### src/logic/ssl_pkg.sv
// Constants, field layout and state types of the safety sensor status logic.
// Assumes a 50 MHz pclk and APB register access with 8-bit byte addresses.
package ssl_pkg;
  localparam int CLK_HZ      = 50_000_000;
  localparam int BLINK_HZ    = 1;
  localparam int FLASH_MS    = 250;
  localparam int WARN_MIN    = 30;
  localparam int PROTECT_MIN = 10;
  localparam int CNT_W       = 40;
  localparam longint unsigned BLINK_HALF_CYC = CLK_HZ / (2 * BLINK_HZ);
  localparam longint unsigned FLASH_HALF_CYC = (CLK_HZ / 1000) * FLASH_MS;
  localparam longint unsigned WARN_CYC       = longint'(WARN_MIN) * 60 * CLK_HZ;
  localparam longint unsigned PROTECT_CYC    = longint'(PROTECT_MIN) * 60 * CLK_HZ;
  localparam logic [4:0] FLASH_PAUSE_STEPS   = 5'h06;
  // Register offsets
  localparam logic [7:0] OFF_CTRL     = 8'h00;
  localparam logic [7:0] OFF_STATUS   = 8'h04;
  localparam logic [7:0] OFF_IRQ_STAT = 8'h08;
  localparam logic [7:0] OFF_IRQ_MASK = 8'h0C;
  // Control fields
  localparam int CTRL_TEACH_BIT = 0;
  localparam int CTRL_PROT_BIT  = 1;
  // Status fields
  localparam int ST_EN_BIT    = 0;
  localparam int ST_ACT_BIT   = 1;
  localparam int ST_INOK_BIT  = 4;
  localparam int ST_MARG_BIT  = 5;
  localparam int ST_WARN_BIT  = 6;
  localparam int ST_ERR_BIT   = 7;
  localparam int ST_TEACH_BIT = 8;
  localparam int ST_PROT_BIT  = 9;
  localparam int ST_CODE_LSB  = 10;
  // Interrupt events
  localparam int IRQ_W        = 4;
  localparam int IRQ_DROP_BIT = 0;
  localparam int IRQ_WARN_BIT = 1;
  localparam int IRQ_ERR_BIT  = 2;
  localparam int IRQ_PROT_BIT = 3;
  localparam logic [IRQ_W-1:0] IRQ_MASK_RST = 4'h0;
  // Flash codes
  localparam logic [2:0] CODE_NONE  = 3'h0;
  localparam logic [2:0] CODE_OUT_A = 3'h1;
  localparam logic [2:0] CODE_OUT_B = 3'h2;
  localparam logic [2:0] CODE_CROSS = 3'h3;
  localparam logic [2:0] CODE_TEMP  = 3'h4;
  localparam logic [2:0] CODE_ACT   = 3'h5;

  typedef struct packed {
    logic actuator;
    logic marginal;
    logic safety_input_a;
    logic safety_input_b;
    logic fault_out_a;
    logic fault_out_b;
    logic fault_cross;
    logic fault_temp;
    logic fault_actuator;
    logic fault_internal;
    logic protect_resume;
  } ssl_pins_t;

  typedef struct packed {
    logic             teach;
    logic             protect;
    logic [CNT_W-1:0] protect_cnt;
    logic [CNT_W-1:0] warn_cnt;
    logic             err;
    logic [2:0]       err_code;
    logic             open_seen;
    logic             blink;
    logic [31:0]      blink_cnt;
    logic [31:0]      flash_cnt;
    logic [4:0]       flash_step;
    logic [1:0]       boot;
    logic             prev_warn;
    logic [IRQ_W-1:0] irq_stat;
    logic [IRQ_W-1:0] irq_mask;
    logic             so_a;
    logic             so_b;
    logic             diag;
    logic             led_g;
    logic             led_r;
    logic             led_y;
    logic             irq;
    logic             pready;
    logic             pslverr;
    logic [31:0]      prdata;
  } ssl_state_t;
endpackage

### src/logic/ssl_core.sv
// Status, indication and safety output logic of a contactless safety sensor.
// Assumes pins asynchronous to pclk, APB master on pclk, power-on drives presetn.
`timescale 1ns/100ps
module ssl_core #(
  parameter longint unsigned BLINK_HALF = ssl_pkg::BLINK_HALF_CYC,
  parameter longint unsigned FLASH_HALF = ssl_pkg::FLASH_HALF_CYC,
  parameter longint unsigned WARN_LIM   = ssl_pkg::WARN_CYC,
  parameter longint unsigned PROT_LIM   = ssl_pkg::PROTECT_CYC
) (
  // Clock and reset
  input  wire logic              pclk,
  input  wire logic              presetn,
  // APB slave
  input  wire logic              psel,
  input  wire logic              penable,
  input  wire logic              pwrite,
  input  wire logic [7:0]        paddr,
  input  wire logic [31:0]       pwdata,
  output logic      [31:0]       prdata,
  output logic                   pready,
  output logic                   pslverr,
  // Sensor pins
  input  wire ssl_pkg::ssl_pins_t pins,
  // Safety and diagnostic outputs
  output logic                   safety_output_a,
  output logic                   safety_output_b,
  output logic                   diag_out,
  // Indicators and interrupt
  output logic                   led_green,
  output logic                   led_red,
  output logic                   led_yellow,
  output logic                   irq
);
  localparam logic [31:0] BLINK_TOP = 32'(BLINK_HALF - 1);
  localparam logic [31:0] FLASH_TOP = 32'(FLASH_HALF - 1);
  localparam logic [ssl_pkg::CNT_W-1:0] WARN_TOP = ssl_pkg::CNT_W'(WARN_LIM - 1);
  localparam logic [ssl_pkg::CNT_W-1:0] PROT_TOP = ssl_pkg::CNT_W'(PROT_LIM - 1);

  ssl_pkg::ssl_state_t st;
  ssl_pkg::ssl_state_t next_st;
  ssl_pkg::ssl_pins_t  ps;

  logic       in_ok;
  logic       warn;
  logic       crit;
  logic [2:0] wcode;
  logic       timeout;
  logic       enable;
  logic       setup;
  logic       access;
  logic [2:0] code;
  logic       red_flash;
  logic [4:0] seq_len;

  // Pins cross into pclk before anything looks at them
  ssl_sync #(
    .WIDTH($bits(ssl_pkg::ssl_pins_t))
  ) u_sync (
    .clk   (pclk),
    .rst_n (presetn),
    .din   (pins),
    .dout  (ps)
  );

  assign in_ok   = ps.safety_input_a & ps.safety_input_b;
  assign warn    = ps.fault_out_a | ps.fault_out_b | ps.fault_cross | ps.fault_temp;
  assign crit    = ps.fault_internal | ps.fault_actuator;
  assign timeout = warn & (st.warn_cnt == WARN_TOP);
  assign setup   = psel & ~penable;
  assign access  = psel & penable & st.pready;
  // Outputs follow the synchronised actuator level with no filtering delay
  assign enable  = ps.actuator & in_ok & ~st.err & ~crit & ~timeout
                   & ~st.teach & ~st.protect;

  always_comb begin
    if (ps.fault_out_a) begin
      wcode = ssl_pkg::CODE_OUT_A;
    end else if (ps.fault_out_b) begin
      wcode = ssl_pkg::CODE_OUT_B;
    end else if (ps.fault_cross) begin
      wcode = ssl_pkg::CODE_CROSS;
    end else if (ps.fault_temp) begin
      wcode = ssl_pkg::CODE_TEMP;
    end else begin
      wcode = ssl_pkg::CODE_NONE;
    end
  end

  assign code      = st.err ? st.err_code : wcode;
  assign seq_len   = 5'({code, 1'b0}) + ssl_pkg::FLASH_PAUSE_STEPS;
  // Pulse group, then a dark pause that is longer than one pulse gap
  assign red_flash = (st.flash_step < 5'({code, 1'b0})) & ~st.flash_step[0];

  always_comb begin
    logic [ssl_pkg::IRQ_W-1:0] ev;
    logic [ssl_pkg::IRQ_W-1:0] clr;
    logic                      start;
    ev      = '0;
    clr     = '0;
    start   = 1'b0;
    next_st = st;

    // 1 Hz blink base
    if (st.blink_cnt == BLINK_TOP) begin
      next_st.blink_cnt = '0;
      next_st.blink     = ~st.blink;
    end else begin
      next_st.blink_cnt = st.blink_cnt + 32'h1;
    end
    // Flash code sequencer
    if (st.flash_cnt == FLASH_TOP) begin
      next_st.flash_cnt = '0;
      if (st.flash_step >= seq_len - 5'h1) begin
        next_st.flash_step = '0;
      end else begin
        next_st.flash_step = st.flash_step + 5'h1;
      end
    end else begin
      next_st.flash_cnt = st.flash_cnt + 32'h1;
    end

    // Warning timer restarts whenever the warning drops
    if (!warn) begin
      next_st.warn_cnt = '0;
    end else if (st.warn_cnt != WARN_TOP) begin
      next_st.warn_cnt = st.warn_cnt + 1'b1;
    end
    next_st.prev_warn = warn;
    ev[ssl_pkg::IRQ_WARN_BIT] = warn & ~st.prev_warn;

    // Error latch
    if (!st.err) begin
      if (crit || timeout) begin
        next_st.err       = 1'b1;
        next_st.open_seen = 1'b0;
        next_st.err_code  = ps.fault_actuator ? ssl_pkg::CODE_ACT :
                            (ps.fault_internal ? ssl_pkg::CODE_NONE : wcode);
        ev[ssl_pkg::IRQ_ERR_BIT] = 1'b1;
      end
    end else if (!crit && !warn) begin
      if (!ps.actuator) begin
        next_st.open_seen = 1'b1;
      end else if (st.open_seen) begin
        next_st.err = 1'b0;
      end
    end

    // Resume a protection interval lost to power failure, once pins settled
    if (st.boot != 2'h3) begin
      next_st.boot = st.boot + 2'h1;
    end
    if (st.boot == 2'h2 && ps.protect_resume) begin
      start = 1'b1;
    end

    // APB: registered answer, no wait state on any access
    next_st.pready = setup;
    if (setup) begin
      next_st.pslverr = 1'b0;
      next_st.prdata  = '0;
      case (paddr)
        ssl_pkg::OFF_CTRL: begin
          next_st.prdata[ssl_pkg::CTRL_TEACH_BIT] = st.teach;
        end
        ssl_pkg::OFF_STATUS: begin
          next_st.prdata[ssl_pkg::ST_EN_BIT]    = st.so_a;
          next_st.prdata[ssl_pkg::ST_ACT_BIT]   = ps.actuator;
          next_st.prdata[ssl_pkg::ST_INOK_BIT]  = in_ok;
          next_st.prdata[ssl_pkg::ST_MARG_BIT]  = ps.marginal;
          next_st.prdata[ssl_pkg::ST_WARN_BIT]  = warn;
          next_st.prdata[ssl_pkg::ST_ERR_BIT]   = st.err;
          next_st.prdata[ssl_pkg::ST_TEACH_BIT] = st.teach;
          next_st.prdata[ssl_pkg::ST_PROT_BIT]  = st.protect;
          next_st.prdata[ssl_pkg::ST_CODE_LSB +: 3] = code;
        end
        ssl_pkg::OFF_IRQ_STAT: begin
          next_st.prdata[ssl_pkg::IRQ_W-1:0] = st.irq_stat;
        end
        ssl_pkg::OFF_IRQ_MASK: begin
          next_st.prdata[ssl_pkg::IRQ_W-1:0] = st.irq_mask;
        end
        default: begin
          next_st.pslverr = 1'b1;
        end
      endcase
    end
    if (access && pwrite) begin
      if (paddr == ssl_pkg::OFF_CTRL) begin
        next_st.teach = pwdata[ssl_pkg::CTRL_TEACH_BIT];
        start = start | pwdata[ssl_pkg::CTRL_PROT_BIT];
      end
      if (paddr == ssl_pkg::OFF_IRQ_MASK) begin
        next_st.irq_mask = pwdata[ssl_pkg::IRQ_W-1:0];
      end
    end
    // Only bits that were actually returned are cleared by the read
    if (access && !pwrite && paddr == ssl_pkg::OFF_IRQ_STAT) begin
      clr = st.prdata[ssl_pkg::IRQ_W-1:0];
    end

    // Protection interval ends once expired and an actuator is seen
    if (start) begin
      next_st.protect     = 1'b1;
      next_st.protect_cnt = '0;
    end else if (st.protect) begin
      if (st.protect_cnt != PROT_TOP) begin
        next_st.protect_cnt = st.protect_cnt + 1'b1;
      end else if (ps.actuator) begin
        next_st.protect = 1'b0;
        ev[ssl_pkg::IRQ_PROT_BIT] = 1'b1;
      end
    end

    // Safety outputs
    next_st.so_a = enable;
    next_st.so_b = enable;
    ev[ssl_pkg::IRQ_DROP_BIT] = st.so_a & ~enable;

    // Diagnostic output: low on any fault, teach or protection
    if (st.teach || st.protect || st.err || crit || warn || !ps.actuator) begin
      next_st.diag = 1'b0;
    end else begin
      next_st.diag = ps.marginal ? st.blink : 1'b1;
    end

    // Indicators, highest priority first
    if (st.teach) begin
      next_st.led_g = 1'b0;
      next_st.led_r = 1'b1;
      next_st.led_y = st.blink;
    end else if (st.err || crit) begin
      next_st.led_g = 1'b0;
      next_st.led_r = (code == ssl_pkg::CODE_NONE) ? st.blink : red_flash;
      next_st.led_y = 1'b0;
    end else if (warn) begin
      next_st.led_g = 1'b0;
      next_st.led_r = red_flash;
      next_st.led_y = 1'b0;
    end else if (st.protect) begin
      next_st.led_g = st.blink;
      next_st.led_r = 1'b0;
      next_st.led_y = 1'b0;
    end else if (!in_ok) begin
      next_st.led_g = st.blink;
      next_st.led_r = 1'b0;
      next_st.led_y = ps.actuator;
    end else if (ps.actuator) begin
      next_st.led_g = 1'b0;
      next_st.led_r = 1'b0;
      next_st.led_y = ps.marginal ? st.blink : 1'b1;
    end else begin
      next_st.led_g = 1'b1;
      next_st.led_r = 1'b0;
      next_st.led_y = 1'b0;
    end

    // Sticky events: a new event wins over the read clear
    next_st.irq_stat = (st.irq_stat & ~clr) | ev;
    next_st.irq      = |(next_st.irq_stat & next_st.irq_mask);
  end

  always_ff @(posedge pclk or negedge presetn) begin
    if (!presetn) begin
      st          <= '0;
      st.irq_mask <= ssl_pkg::IRQ_MASK_RST;
    end else begin
      st <= next_st;
    end
  end

  assign prdata          = st.prdata;
  assign pready          = st.pready;
  assign pslverr         = st.pslverr;
  assign safety_output_a = st.so_a;
  assign safety_output_b = st.so_b;
  assign diag_out        = st.diag;
  assign led_green       = st.led_g;
  assign led_red         = st.led_r;
  assign led_yellow      = st.led_y;
  assign irq             = st.irq;

  // Checks
  logic idle;
  assign idle = ~st.teach & ~st.err & ~crit & ~warn & ~st.protect;

  property p_drop;
    @(posedge pclk) disable iff (!presetn)
      !ps.actuator |=> !safety_output_a && !safety_output_b;
  endproperty
  a_drop: assert property (p_drop) else $error("outputs stayed on without actuator");

  property p_ready;
    @(posedge pclk) disable iff (!presetn)
      idle && in_ok && !ps.actuator |=> led_green && !led_red && !led_yellow
      && !diag_out && !safety_output_a;
  endproperty
  a_ready: assert property (p_ready) else $error("ready indication wrong");

  property p_noinput;
    @(posedge pclk) disable iff (!presetn)
      idle && !in_ok |=> led_green == $past(st.blink) && !safety_output_b
      && led_yellow == $past(ps.actuator);
  endproperty
  a_noinput: assert property (p_noinput) else $error("missing input indication wrong");

  property p_act;
    @(posedge pclk) disable iff (!presetn)
      idle && in_ok && ps.actuator && !ps.marginal |=> led_yellow && !led_green
      && safety_output_a && safety_output_b && diag_out;
  endproperty
  a_act: assert property (p_act) else $error("actuated state wrong");

  property p_marg;
    @(posedge pclk) disable iff (!presetn)
      idle && in_ok && ps.actuator && ps.marginal |=> safety_output_a
      && led_yellow == $past(st.blink) && diag_out == $past(st.blink);
  endproperty
  a_marg: assert property (p_marg) else $error("marginal state wrong");

  property p_teach;
    @(posedge pclk) disable iff (!presetn)
      st.teach |=> led_red && !safety_output_a && !diag_out && !led_green;
  endproperty
  a_teach: assert property (p_teach) else $error("teach indication wrong");

  property p_internal;
    @(posedge pclk) disable iff (!presetn)
      ps.fault_internal |=> !safety_output_a && !safety_output_b && !diag_out;
  endproperty
  a_internal: assert property (p_internal) else $error("internal error kept outputs");

  property p_clear;
    @(posedge pclk) disable iff (!presetn)
      $fell(st.err) |-> $past(st.open_seen) && $past(ps.actuator) && !$past(warn);
  endproperty
  a_clear: assert property (p_clear) else $error("error cleared without guard cycle");

  property p_warn;
    @(posedge pclk) disable iff (!presetn)
      warn && !st.err && !crit && !timeout && !st.teach && !st.protect
      && in_ok && ps.actuator |=> !diag_out && safety_output_a;
  endproperty
  a_warn: assert property (p_warn) else $error("warning state wrong");

  property p_timeout;
    @(posedge pclk) disable iff (!presetn)
      timeout |=> st.err && !safety_output_a;
  endproperty
  a_timeout: assert property (p_timeout) else $error("warning did not escalate");

  property p_protect;
    @(posedge pclk) disable iff (!presetn)
      !st.teach && !st.err && !crit && !warn && st.protect
      |=> led_green == $past(st.blink) && !led_red && !led_yellow
      && !safety_output_a && !diag_out;
  endproperty
  a_protect: assert property (p_protect) else $error("protection indication wrong");

  c_teach:   cover property (@(posedge pclk) disable iff (!presetn) $rose(st.teach));
  c_clear:   cover property (@(posedge pclk) disable iff (!presetn) $fell(st.err));
  c_marg:    cover property (@(posedge pclk) disable iff (!presetn) diag_out && ps.marginal);
  c_protect: cover property (@(posedge pclk) disable iff (!presetn) $fell(st.protect));
endmodule

### src/logic/ssl_sync.sv
// Two-flop synchroniser for a bundle of asynchronous pin levels.
// Assumes each bit is an independent level; no bus coherence is given.
`timescale 1ns/100ps
module ssl_sync #(
  parameter int WIDTH = 1
) (
  // Clock and reset
  input  wire logic             clk,
  input  wire logic             rst_n,
  // Levels
  input  wire logic [WIDTH-1:0] din,
  output logic      [WIDTH-1:0] dout
);
  logic [WIDTH-1:0] meta;

  always_ff @(posedge clk or negedge rst_n) begin
    if (!rst_n) begin
      meta <= '0;
      dout <= '0;
    end else begin
      meta <= din;
      dout <= meta;
    end
  end
endmodule

### config.mk
export PLATFORM = sky130hd
export DESIGN_NAME = ssl_core
export DESIGN_NICKNAME = d
export VERILOG_FILES = /design/src/logic/ssl_pkg.sv /design/src/logic/ssl_core.sv /design/src/logic/ssl_sync.sv
export SDC_FILE = /design/constraint.sdc
export NUM_CORES = 1
export LEC_CHECK = 0
export BUFFER_PORTS_ARGS = -buffer_cell sky130_fd_sc_hd__buf_2
export CAP_MARGIN = 15
export CORE_MARGIN = 8
export CORE_UTILIZATION = 35
export CTS_BUF_LIST = sky130_fd_sc_hd__clkbuf_8
export DETAILED_ROUTE_END_ITERATION = 10
export SYNTH_ARGS = -nofsm -noshare
export SYNTH_HDL_FRONTEND = slang
export SYNTH_HIERARCHICAL = 1
export SYNTH_SLANG_ARGS = --single-unit
export TNS_END_PERCENT = 30
### constraint.sdc
create_clock -name pclk -period 2.5 [get_ports pclk]
set_clock_uncertainty 0.2 [all_clocks]
set_input_delay 0 -clock pclk [delete_from_list [all_inputs] [get_ports pclk]]
set_output_delay 0 -clock pclk [all_outputs]
set_load 0.02 [all_outputs]
# == Word level (Yosys, flattened, before mapping) ==
# Cells that the tools add are included.
# totals
regBits,211
inputBits,56
out_inout_bits,41
# classes
n_addsub,8
magnitude_cmp,2
eq_ne,13
n_mux,51
n_bitwise,33
n_reduce_logical,27
# op_table
op,n
40-bit 2-to-1 mux,3
41-bit 2-to-1 mux,2
40-bit by 1-bit adder with 40-bit output (second input constant),2
32-bit by 1-bit adder with 32-bit output (second input constant),2
32-bit 2-to-1 mux,2
40-bit by 37-bit == test with 1-bit output (second input constant),1
40-bit by 35-bit inequality test with 1-bit output (second input constant),1
40-bit by 37-bit inequality test with 1-bit output (second input constant),1
3-bit 2-to-1 mux,13
32-bit by 24-bit == test with 1-bit output (second input constant),1
32-bit by 25-bit == test with 1-bit output (second input constant),1
1-bit 2-to-1 mux,22
8-bit by 4-bit == test with 1-bit output (second input constant),2
1-bit AND,14
4-bit 2-to-1 mux,3
5-bit 2-to-1 mux,2
1-bit NOT,10
9-bit 2-to-1 mux,1
4-bit AND,2
8-bit by 3-bit == test with 1-bit output (second input constant),1
8-bit zero test,1
4-bit OR reduction,2
1-bit logical OR,7
2-bit AND reduction,3
other kinds (20),35

# == Longest topological paths before layout ==
# Gate-level depths: netlist (run 1).
# logic_depth
word_depth,13
mapped_depth,11
ltp_nobuf,11

# == Cells and area by module ==
# The synthesis (run 1) kept the hierarchy.
# by_module_without_submodules
module,n_inst,cells_per_inst,area_per_inst_um2
ssl_core,1,1024,9860.7
ssl_sync,1,22,550.5

# == Worst setup path before layout (run 1) ==
# Ideal clock, no wire load.
# synth_timing
path_kind,register to register
from,register st[167] (netlist name)
to,register st[171] (netlist name)
arrival_time_ns,1.981
t_required_ns,2.168
path_slack_ns,0.187
path_stages_with_launch,10
n_path_buf,2
synth_period_minus_slack_ns,2.313
cell_sequence,dfrtp_1 ha_1 and4_1 buf_4 nand4_1 o41a_1 buf_2 nand4_1 xor2_1 nor2_1
# synth_between
elab_chain_cells,4
# synth_rtl
item,line_no,source
start: declaration,ssl_core.sv:39,ssl_pkg::ssl_state_t st;
start signal: assignment,ssl_core.sv:267,st <= next_st;
40-bit by 1-bit adder with 40-bit output,ssl_core.sv:207,next_st.protect_cnt = st.protect_cnt + 1'b1;
40-bit 2-to-1 mux,ssl_core.sv:206,if (st.protect_cnt != PROT_TOP) begin
41-bit 2-to-1 mux,ssl_core.sv:205,end else if (st.protect) begin
41-bit 2-to-1 mux,ssl_core.sv:202,if (start) begin
# Parallel ways exist; a longest one is shown, timed or not. The select of a mux whose other input is x is not followed.
# A chain may end at the register's enable or synchronous reset.

==> summary.md, run 1 <==
| Metric | Value |
|---|---|
| Io pins | `97` |
| Crit. Startpoint | `st[57]` |
| EDFF count, synth | `0` |
| Clock-pin slew on the worst setup and hold paths | `0.06 ns` |
| CTS max path bufs | `3` |
| Via density | `4.91` |
| Post-layout util | `43.0%` |
| Hold Path Cell Cnt | `6` |
| Critical Path AT | `2.58 ns` |
| Die H | `188 um` |
| Diodes inserted | `0` |
| Register area share after synthesis | `50.7%` |
| Worst Hold Class | `in -> reg` |
| Fraction of registers with async set/reset | `100%` |
| Max Fclk | `0.418 GHz` |
| Syn Inst Count | `1046` |
| Path depth of the worst reg2reg path | `7` |
| Simple-Gate Fraction of Synth Area | `25.0%` |
| Leading cell type in the layout, fill and taps excluded | `dfrtp_1` |
| Via Count | `7909` |
| Reg2reg setup slack | `0.11 ns` |
| Min cycle time layout | `2.39 ns` |
| Seq. cell area | `5280 um^2` |
| PortBufs | `49` |
| RSZ-0062 raised after global routing | `true` |
| DIE WIDTH | `188 um` |
| Syn Area/Cell | `9.95 um^2` |
| Largest family of logic cells by synthesized area | `simple AND/OR/NAND/NOR gates` |
| Overall Global Routing Usage | `13.0%` |
| Pin count of the biggest net entering global routing | `85` |
| # H-tree levels | `2` |
| Synthesis Warnings | `6` |
| VDD IR-drop max | `0.284 mV` |
| Vias in the first global route | `7913` |
| CTS tree | `built` |
| Number of clock sinks | `211` |
| Post-synthesis mux area share | `1.24%` |
| Max-cap viol count | `0` |
| Core ar. | `29500 um^2` |
| ANT nets after route | `0` |
| Starting Density | `35.3%` |
| Dominant synthesized flop cell | `dfrtp_1` |
| WL/cell | `14.2 um` |
| CP Launch Type | `flop` |
| CP Data Required Time | `2.69 ns` |
| Area of the multi-input gates | `4730 um^2` |
| Drt drc | `0` |
| Leakage Power | `5.74 nW` |
| Worst r2r dst | `st[83]` |
| Die Area | `35500 um^2` |
| Iter 0 DRT Violations | `457` |
| Area Overhead vs Synth | `21.7%` |
| #FFs+latches synth | `211` |
| FP Rows | `63` |
| Max_slew headroom | `54.0%` |
| Commonest cells after routing, fill and taps aside | `dfrtp_1, nor2_1, nand2_1, nand3_1, xnor2_1` |
| Kind of critical path | `reg -> reg` |
| Router iterations before antenna repair | `4` |
| CP Max Fanout | `4` |
| Pwr Density | `594 nW/um^2` |
| Hold Startpoint | `paddr[0]` |
| Final Hold Vio Count | `0` |
| Final Slew Violations | `0` |
| First-pass GRT wire length | `39300 um` |
| WHS | `0.0603 ns` |
| Unique cell type count in the Yosys netlist | `68` |
| Worst Max-Slew Pin Slew | `0.689 ns` |
| Worst setup EP type | `flop` |
| Synth Area in Compound Gates | `6.15%` |
| Fin crit share | `95.8%` |
| WL final | `22900 um` |
| Total gr overflow | `0` |
| Root buffer cell | `clkbuf_8` |
| Synthesized area | `10400 um^2` |
| Status | `complete, no violations` |
| Hold Path End | `prdata[0]` |
| Num CTS Buffers | `38` |
| Post-Synth Adder-Cell Area | `1.80%` |
| # setup viols final | `0` |
| Layout cells sized above 1 | `16.1%` |
| Fill count | `2845` |
| Clk_lat worst skew | `0.52 ns` |
| Synth Area in XOR/XNOR | `10.0%` |
| Gpl congestion | `0.809` |
| Worst R2R Start | `st[57]` |
| Final nets | `1268` |
| Initial antenna violation count | `0` |
| Post-DP HPWL | `15600 um` |
## worst max-delay path by stage
stage,to,slack [ns]
final,st[83],0.11
after global routing,st[180],-0.01
after CTS,st[45],0.04
after detailed placement,st[123],0.08
after global placement,st[121],0.11
after floorplan,st[171],0.19
## final cells by class
class,count,share of cell area [%]
Inverter,36,1.07
Multi-Input combinational cell,753,37.4
Sequential cell,211,41.7
Tap cell,390,3.85
Clock inverter,17,1.26
Timing Repair Buffer,157,9.68
Clock buffer,47,5.10
## synth_stat cells, types with 3 or more instances
library cell / count / area (um^2)
a21o_1: 4 / 30.0
a21oi_1: 27 / 135
a22o_1: 4 / 35.0
and2_1: 9 / 56.3
and3_1: 20 / 125
and4_1: 15 / 131
and4b_1: 4 / 40.0
buf_2: 8 / 40.0
buf_4: 34 / 255
clkbuf_1: 18 / 67.6
clkbuf_2: 3 / 15.0
dfrtp_1: 211 / 5280
ha_1: 15 / 188
inv_1: 36 / 135
mux2_2: 5 / 56.3
mux2i_1: 5 / 50.1
nand2_1: 81 / 304
nand2b_1: 4 / 25.0
nand3_1: 73 / 365
nand3b_1: 3 / 22.5
nand4_1: 41 / 257
nor2_1: 120 / 450
nor2b_1: 5 / 31.3
nor3_1: 29 / 145
nor3_2: 3 / 30.0
nor4_1: 21 / 131
nor4_2: 4 / 50.1
nor4b_1: 4 / 35.0
nor4bb_1: 3 / 30.0
o21ai_0: 42 / 210
o31ai_1: 4 / 30.0
or3_1: 25 / 156
or4_1: 3 / 22.5
xnor2_1: 66 / 578
xor2_1: 53 / 464
## flip-flops by register name, summed over array words and instances (netlist names), 11 cells and up
name,cells
st,168
prdata,13
u_sync/dout,11
u_sync/meta,11
## per-layer routing
metal	part of all wire [%]	wire (um)	GRT usage, %
met1	50	11400	18.4
met2	43	9910	19.4
met3	4.9	1120	2.98
met4	2.0	464	4.27
met5	0	0	0
## power breakdown
group	switching (mW)	internal, mW
clock network	1.43	2.01
logic	0.256	0.187
registers	0.120	3.53
## critical path: stages (launching register included)
cell     delay (ns)
dfrtp_1        0.39
ha_1           0.21
nand4_1        0.13
or3_1          0.45
or3_1          0.42
nor3_4         0.19
nand4_1        0.14
xnor2_1        0.14
## logic make-up (layout without fill, tap and decap cells)
kind of cell	after synthesis	count (layout)
simple gates	484	484
flops	211	211
xor+xnor	119	119
compound gates	105	105
buf+inv	100	257
fa+ha+maj	15	15
mux	11	11
other cells	1	19
## timing repair
action / in CTS / in global routing
setup endpoints to repair: 0 / 10
hold endpoints to repair: 288 / 0
setup buffers: 0 / 1
hold buffers: 53 / 0
gates resized for setup: 0 / 13
## metrics by stage
| step | setup slack, ns | area, um^2 | instances | power, mW | TNS, ns |
|---|---|---|---|---|---|
| 5_1_grt | -0.0142 | 12700 | 1611 | 7.88 | -0.0189 |
| 2_1_floorplan | 0.187 | 10500 | 1064 | 3.93 | 0 |
| 6_report | 0.106 | 12700 | 1611 | 7.53 | 0 |
| 4_1_cts | 0.0393 | 12600 | 1610 | 7.66 | 0 |
| 3_3_place_gp | 0.113 | 11300 | 1493 | 4.10 | 0 |
| 3_5_place_dp | 0.0773 | 11300 | 1493 | 4.11 | 0 |
(Power assumes the default switching activity.)
==> run 2, diff against run 1 <==
--- a/config.mk
+++ b/config.mk
@@ -5,6 +5,7 @@
 export SDC_FILE = /design/constraint.sdc
 export NUM_CORES = 1
 export LEC_CHECK = 0
+export ABC_AREA = 1
 export BUFFER_PORTS_ARGS = -buffer_cell sky130_fd_sc_hd__buf_2
 export CAP_MARGIN = 15
 export CORE_MARGIN = 8
==> run 2 against run 1 <==
Effect of this change: first-iteration DRC count rose by 52%; setup slack got worse by 0.026 ns; worst hold slack got worse by 0.028 ns; maximum frequency fell by 1.1%; core utilization fell by 0.98 points; count of clock-buffer cells in the layout rose by 6; sequential power rose by 1%.
==> summary.md, run 2 <==
| Metric | Value |
|---|---|
| Clock-pin slew on the worst setup and hold paths | `0.06 ns` |
| PortBufs | `49` |
| Clk_lat worst skew | `0.54 ns` |
| CP cell instances | `dlygate4sd3_1, buf_2, nor2_1, nand2_2, dlygate4sd3_1, nor3_4, nand3_1, nand2_1, dlygate4sd3_1, nand2_1` |
| Max_slew headroom | `59.8%` |
| Worst Hold Class | `in -> reg` |
| Number of clock sinks | `211` |
| Worst r2r dst | `st[43]` |
| Vias in the first global route | `10.7k` |
| Worst setup EP type | `flop` |
| CP Data Required Time | `2.72 ns` |
| Critical Path AT | `2.64 ns` |
| Commonest cells after routing, fill and taps aside | `nand2_1, nor2_1, inv_1, dfrtp_1, nand3_1` |
| Num CTS Buffers | `39` |
| Overall Global Routing Usage | `15.4%` |
| Crit. Startpoint | `paddr[5]` |
| Fraction of registers with async set/reset | `100%` |
| Die Area | `40200 um^2` |
| Register area share after synthesis | `44.3%` |
| WHS | `0.0321 ns` |
| RSZ-0062 raised after global routing | `true` |
| Worst R2R Start | `pready` |
| CTS tree | `built` |
| Die H | `200 um` |
| Fin crit share | `96.8%` |
| Worst Max-Slew Pin Slew | `0.597 ns` |
| Starting Density | `35.5%` |
| Total power | `7.79 mW` |
| Syn Area/Cell | `7.62 um^2` |
| Switching share of power | `26.4%` |
| CP Launch Type | `input port` |
| Clk network pwr share | `43.1%` |
| DIE WIDTH | `200 um` |
| Min cycle time layout | `2.42 ns` |
| Leakage Power | `6.69 nW` |
| Final Hold Vio Count | `0` |
| Reg2reg setup slack | `0.14 ns` |
| Max-cap viol count | `0` |
| Logic pwr share | `9.3%` |
| # H-tree levels | `2` |
| # setup viols final | `0` |
| Gpl congestion | `0.905` |
| First-pass GRT wire length | `52500 um` |
| ANT nets after route | `0` |
| Area Overhead vs Synth | `18.3%` |
| Critical path depth | `10` |
| #FFs+latches synth | `211` |
| CTS max path bufs | `3` |
| Max Fclk | `0.413 GHz` |
| Place WS | `-0.0843 ns` |
| Router iterations before antenna repair | `5` |
| Iter 0 DRT Violations | `693` |
| Path depth of the worst reg2reg path | `7` |
| VDD IR-drop max | `0.267 mV` |
| Cell internal pwr | `5.73 mW` |
| WL final | `31000 um` |
| DP Cell Count | `2052` |
| Via density | `4.85` |
| Core ar. | `33500 um^2` |
| Worst setup margin | `0.0797 ns` |
| Switching pwr | `2.05 mW` |
| FP Rows | `67` |
| Critical Path End | `st[46]` |
| WL/cell | `14.3 um` |
| CP peak stage delay | `0.62 ns` |
| Synth cell count leaders | `nand2_1, nor2_1, dfrtp_1` |
| Status | `complete, no violations` |
| Post-layout util | `42.0%` |
| Final nets | `1768` |
| Area leader, netlist | `dfrtp_1` |
| Unique cell type count in the Yosys netlist | `51` |
| Reg with most FFs | `st` |
| Dominant synthesized flop cell | `dfrtp_1` |
| Synth top area cells | `dfrtp_1, nand2_1, nor2_1` |
| Total gr overflow | `0` |
| Synthesized area | `11900 um^2` |
| Synthesis Warnings | `6` |
| Post-DP HPWL | `22500 um` |
| Max reg flops | `168` |
| Initial antenna violation count | `1` |
| Kind of critical path | `in -> reg` |
| CP Max Fanout | `7` |
| Drt drc | `0` |
| Io pins | `97` |
| CP max-delay cell | `dlygate4sd3_1` |
| Seq pwr share | `47.5%` |
| EDFF count, synth | `0` |
| Leading cell type in the layout, fill and taps excluded | `nand2_1` |
| Root buffer cell | `clkbuf_8` |
| CP most frequent cell | `dlygate4sd3_1` |
| Layout cells sized above 1 | `12.1%` |
| Final Slew Violations | `0` |
| Pwr Density | `553 nW/um^2` |
| Most common cell in the netlist | `nand2_1` |
| Syn Inst Count | `1563` |
| Family with the most delay on the worst path | `buffers and inverters` |
| Fin cells | `2174` |
| Pin count of the biggest net entering global routing | `81` |
| Buf/Inv on CP | `4` |
| Top cell type's share of synthesized area | `44.3%` |
| Via Count | `10.5k` |
## run 2: cell count changes in the layout (fill, tap and decap cells not counted), sizes merged, moves of 30 or more
cell   previous run  this run
nand2            81       334
nand3            73       120
nor3             32        73
o21ai            43        73
xnor2            66         8
inv              42       221
nor2            121       230
## run 2: what timing repair did
item,CTS,global route
setup buffers,0,1
pin swaps,0,2
hold buffers,51,0
resized for setup,2,16
endpoints found under the setup margin,5,12
hold endpoints to repair,254,0
## run 2: final cells by class
cell class | count | area, um^2
tap | 448 | 561
timing repair buffer | 128 | 1030
sequential | 211 | 5280
antenna | 1 | 2.50
clock inverter | 16 | 75.1
fill | 3489 | 19400
inverter | 215 | 810
multi-input combinational | 1102 | 5600
clock buffer | 53 | 729
## run 2: per-layer routing
layer / GRT usage [%] / up-vias / share of wire (%)
li1: - / 5300 / -
met1: 21.4 / 4967 / 49
met2: 23.8 / 228 / 43
met3: 3.08 / 45 / 5.2
met4: 4.76 / 0 / 2.2
met5: 0 / - / 0
## run 2: kinds of logic after synthesis
group / after synthesis / share of synthesized area, %
AOI/OAI and AO/OA: 157 / 7.34
and+or+nand+nor: 848 / 32.4
other: 1 / 0.0315
xor gates and xnor gates: 63 / 4.63
buffers and inverters: 268 / 9.70
DFF: 211 / 44.3
adders and majority gates: 15 / 1.58
## run 2: worst min path at each step
stage	start	to	cells after the start
2_1_floorplan	presetn	diag_out	0
5_1_grt	paddr[7]	prdata[0]	7
3_5_place_dp	presetn	st[158]	1
4_1_cts	paddr[6]	prdata[0]	7
6_report	paddr[6]	prdata[0]	7
3_3_place_gp	presetn	st[158]	1
## run 2: worst reg2reg max path, stage by stage (launching register included)
cell and delay, ns:
dfrtp_1 0.34, nand3_1 0.10, nor2_1 0.16, buf_4 0.17, nand3_1 0.08, dlygate4sd3_1 0.57
nand2_1 0.11, dlygate4sd3_1 0.56
## run 2: through the flow
stage,instance area [um^2],TNS (ns)
finish,14100,0
global route,14100,-0.0223
CTS,14000,0
detailed placement,12700,-0.262
global placement,12700,-0.0596
floorplan,12000,0
## run 2: power by group through the flow
stage | Combinational (mW) | Sequential, mW | Clock (mW)
floorplan | 0.450 | 3.74 | 0
global placement | 0.654 | 3.76 | 0
detailed placement | 0.668 | 3.76 | 0
CTS | 0.719 | 3.70 | 3.50
global route | 0.842 | 3.72 | 3.64
finish | 0.727 | 3.70 | 3.36
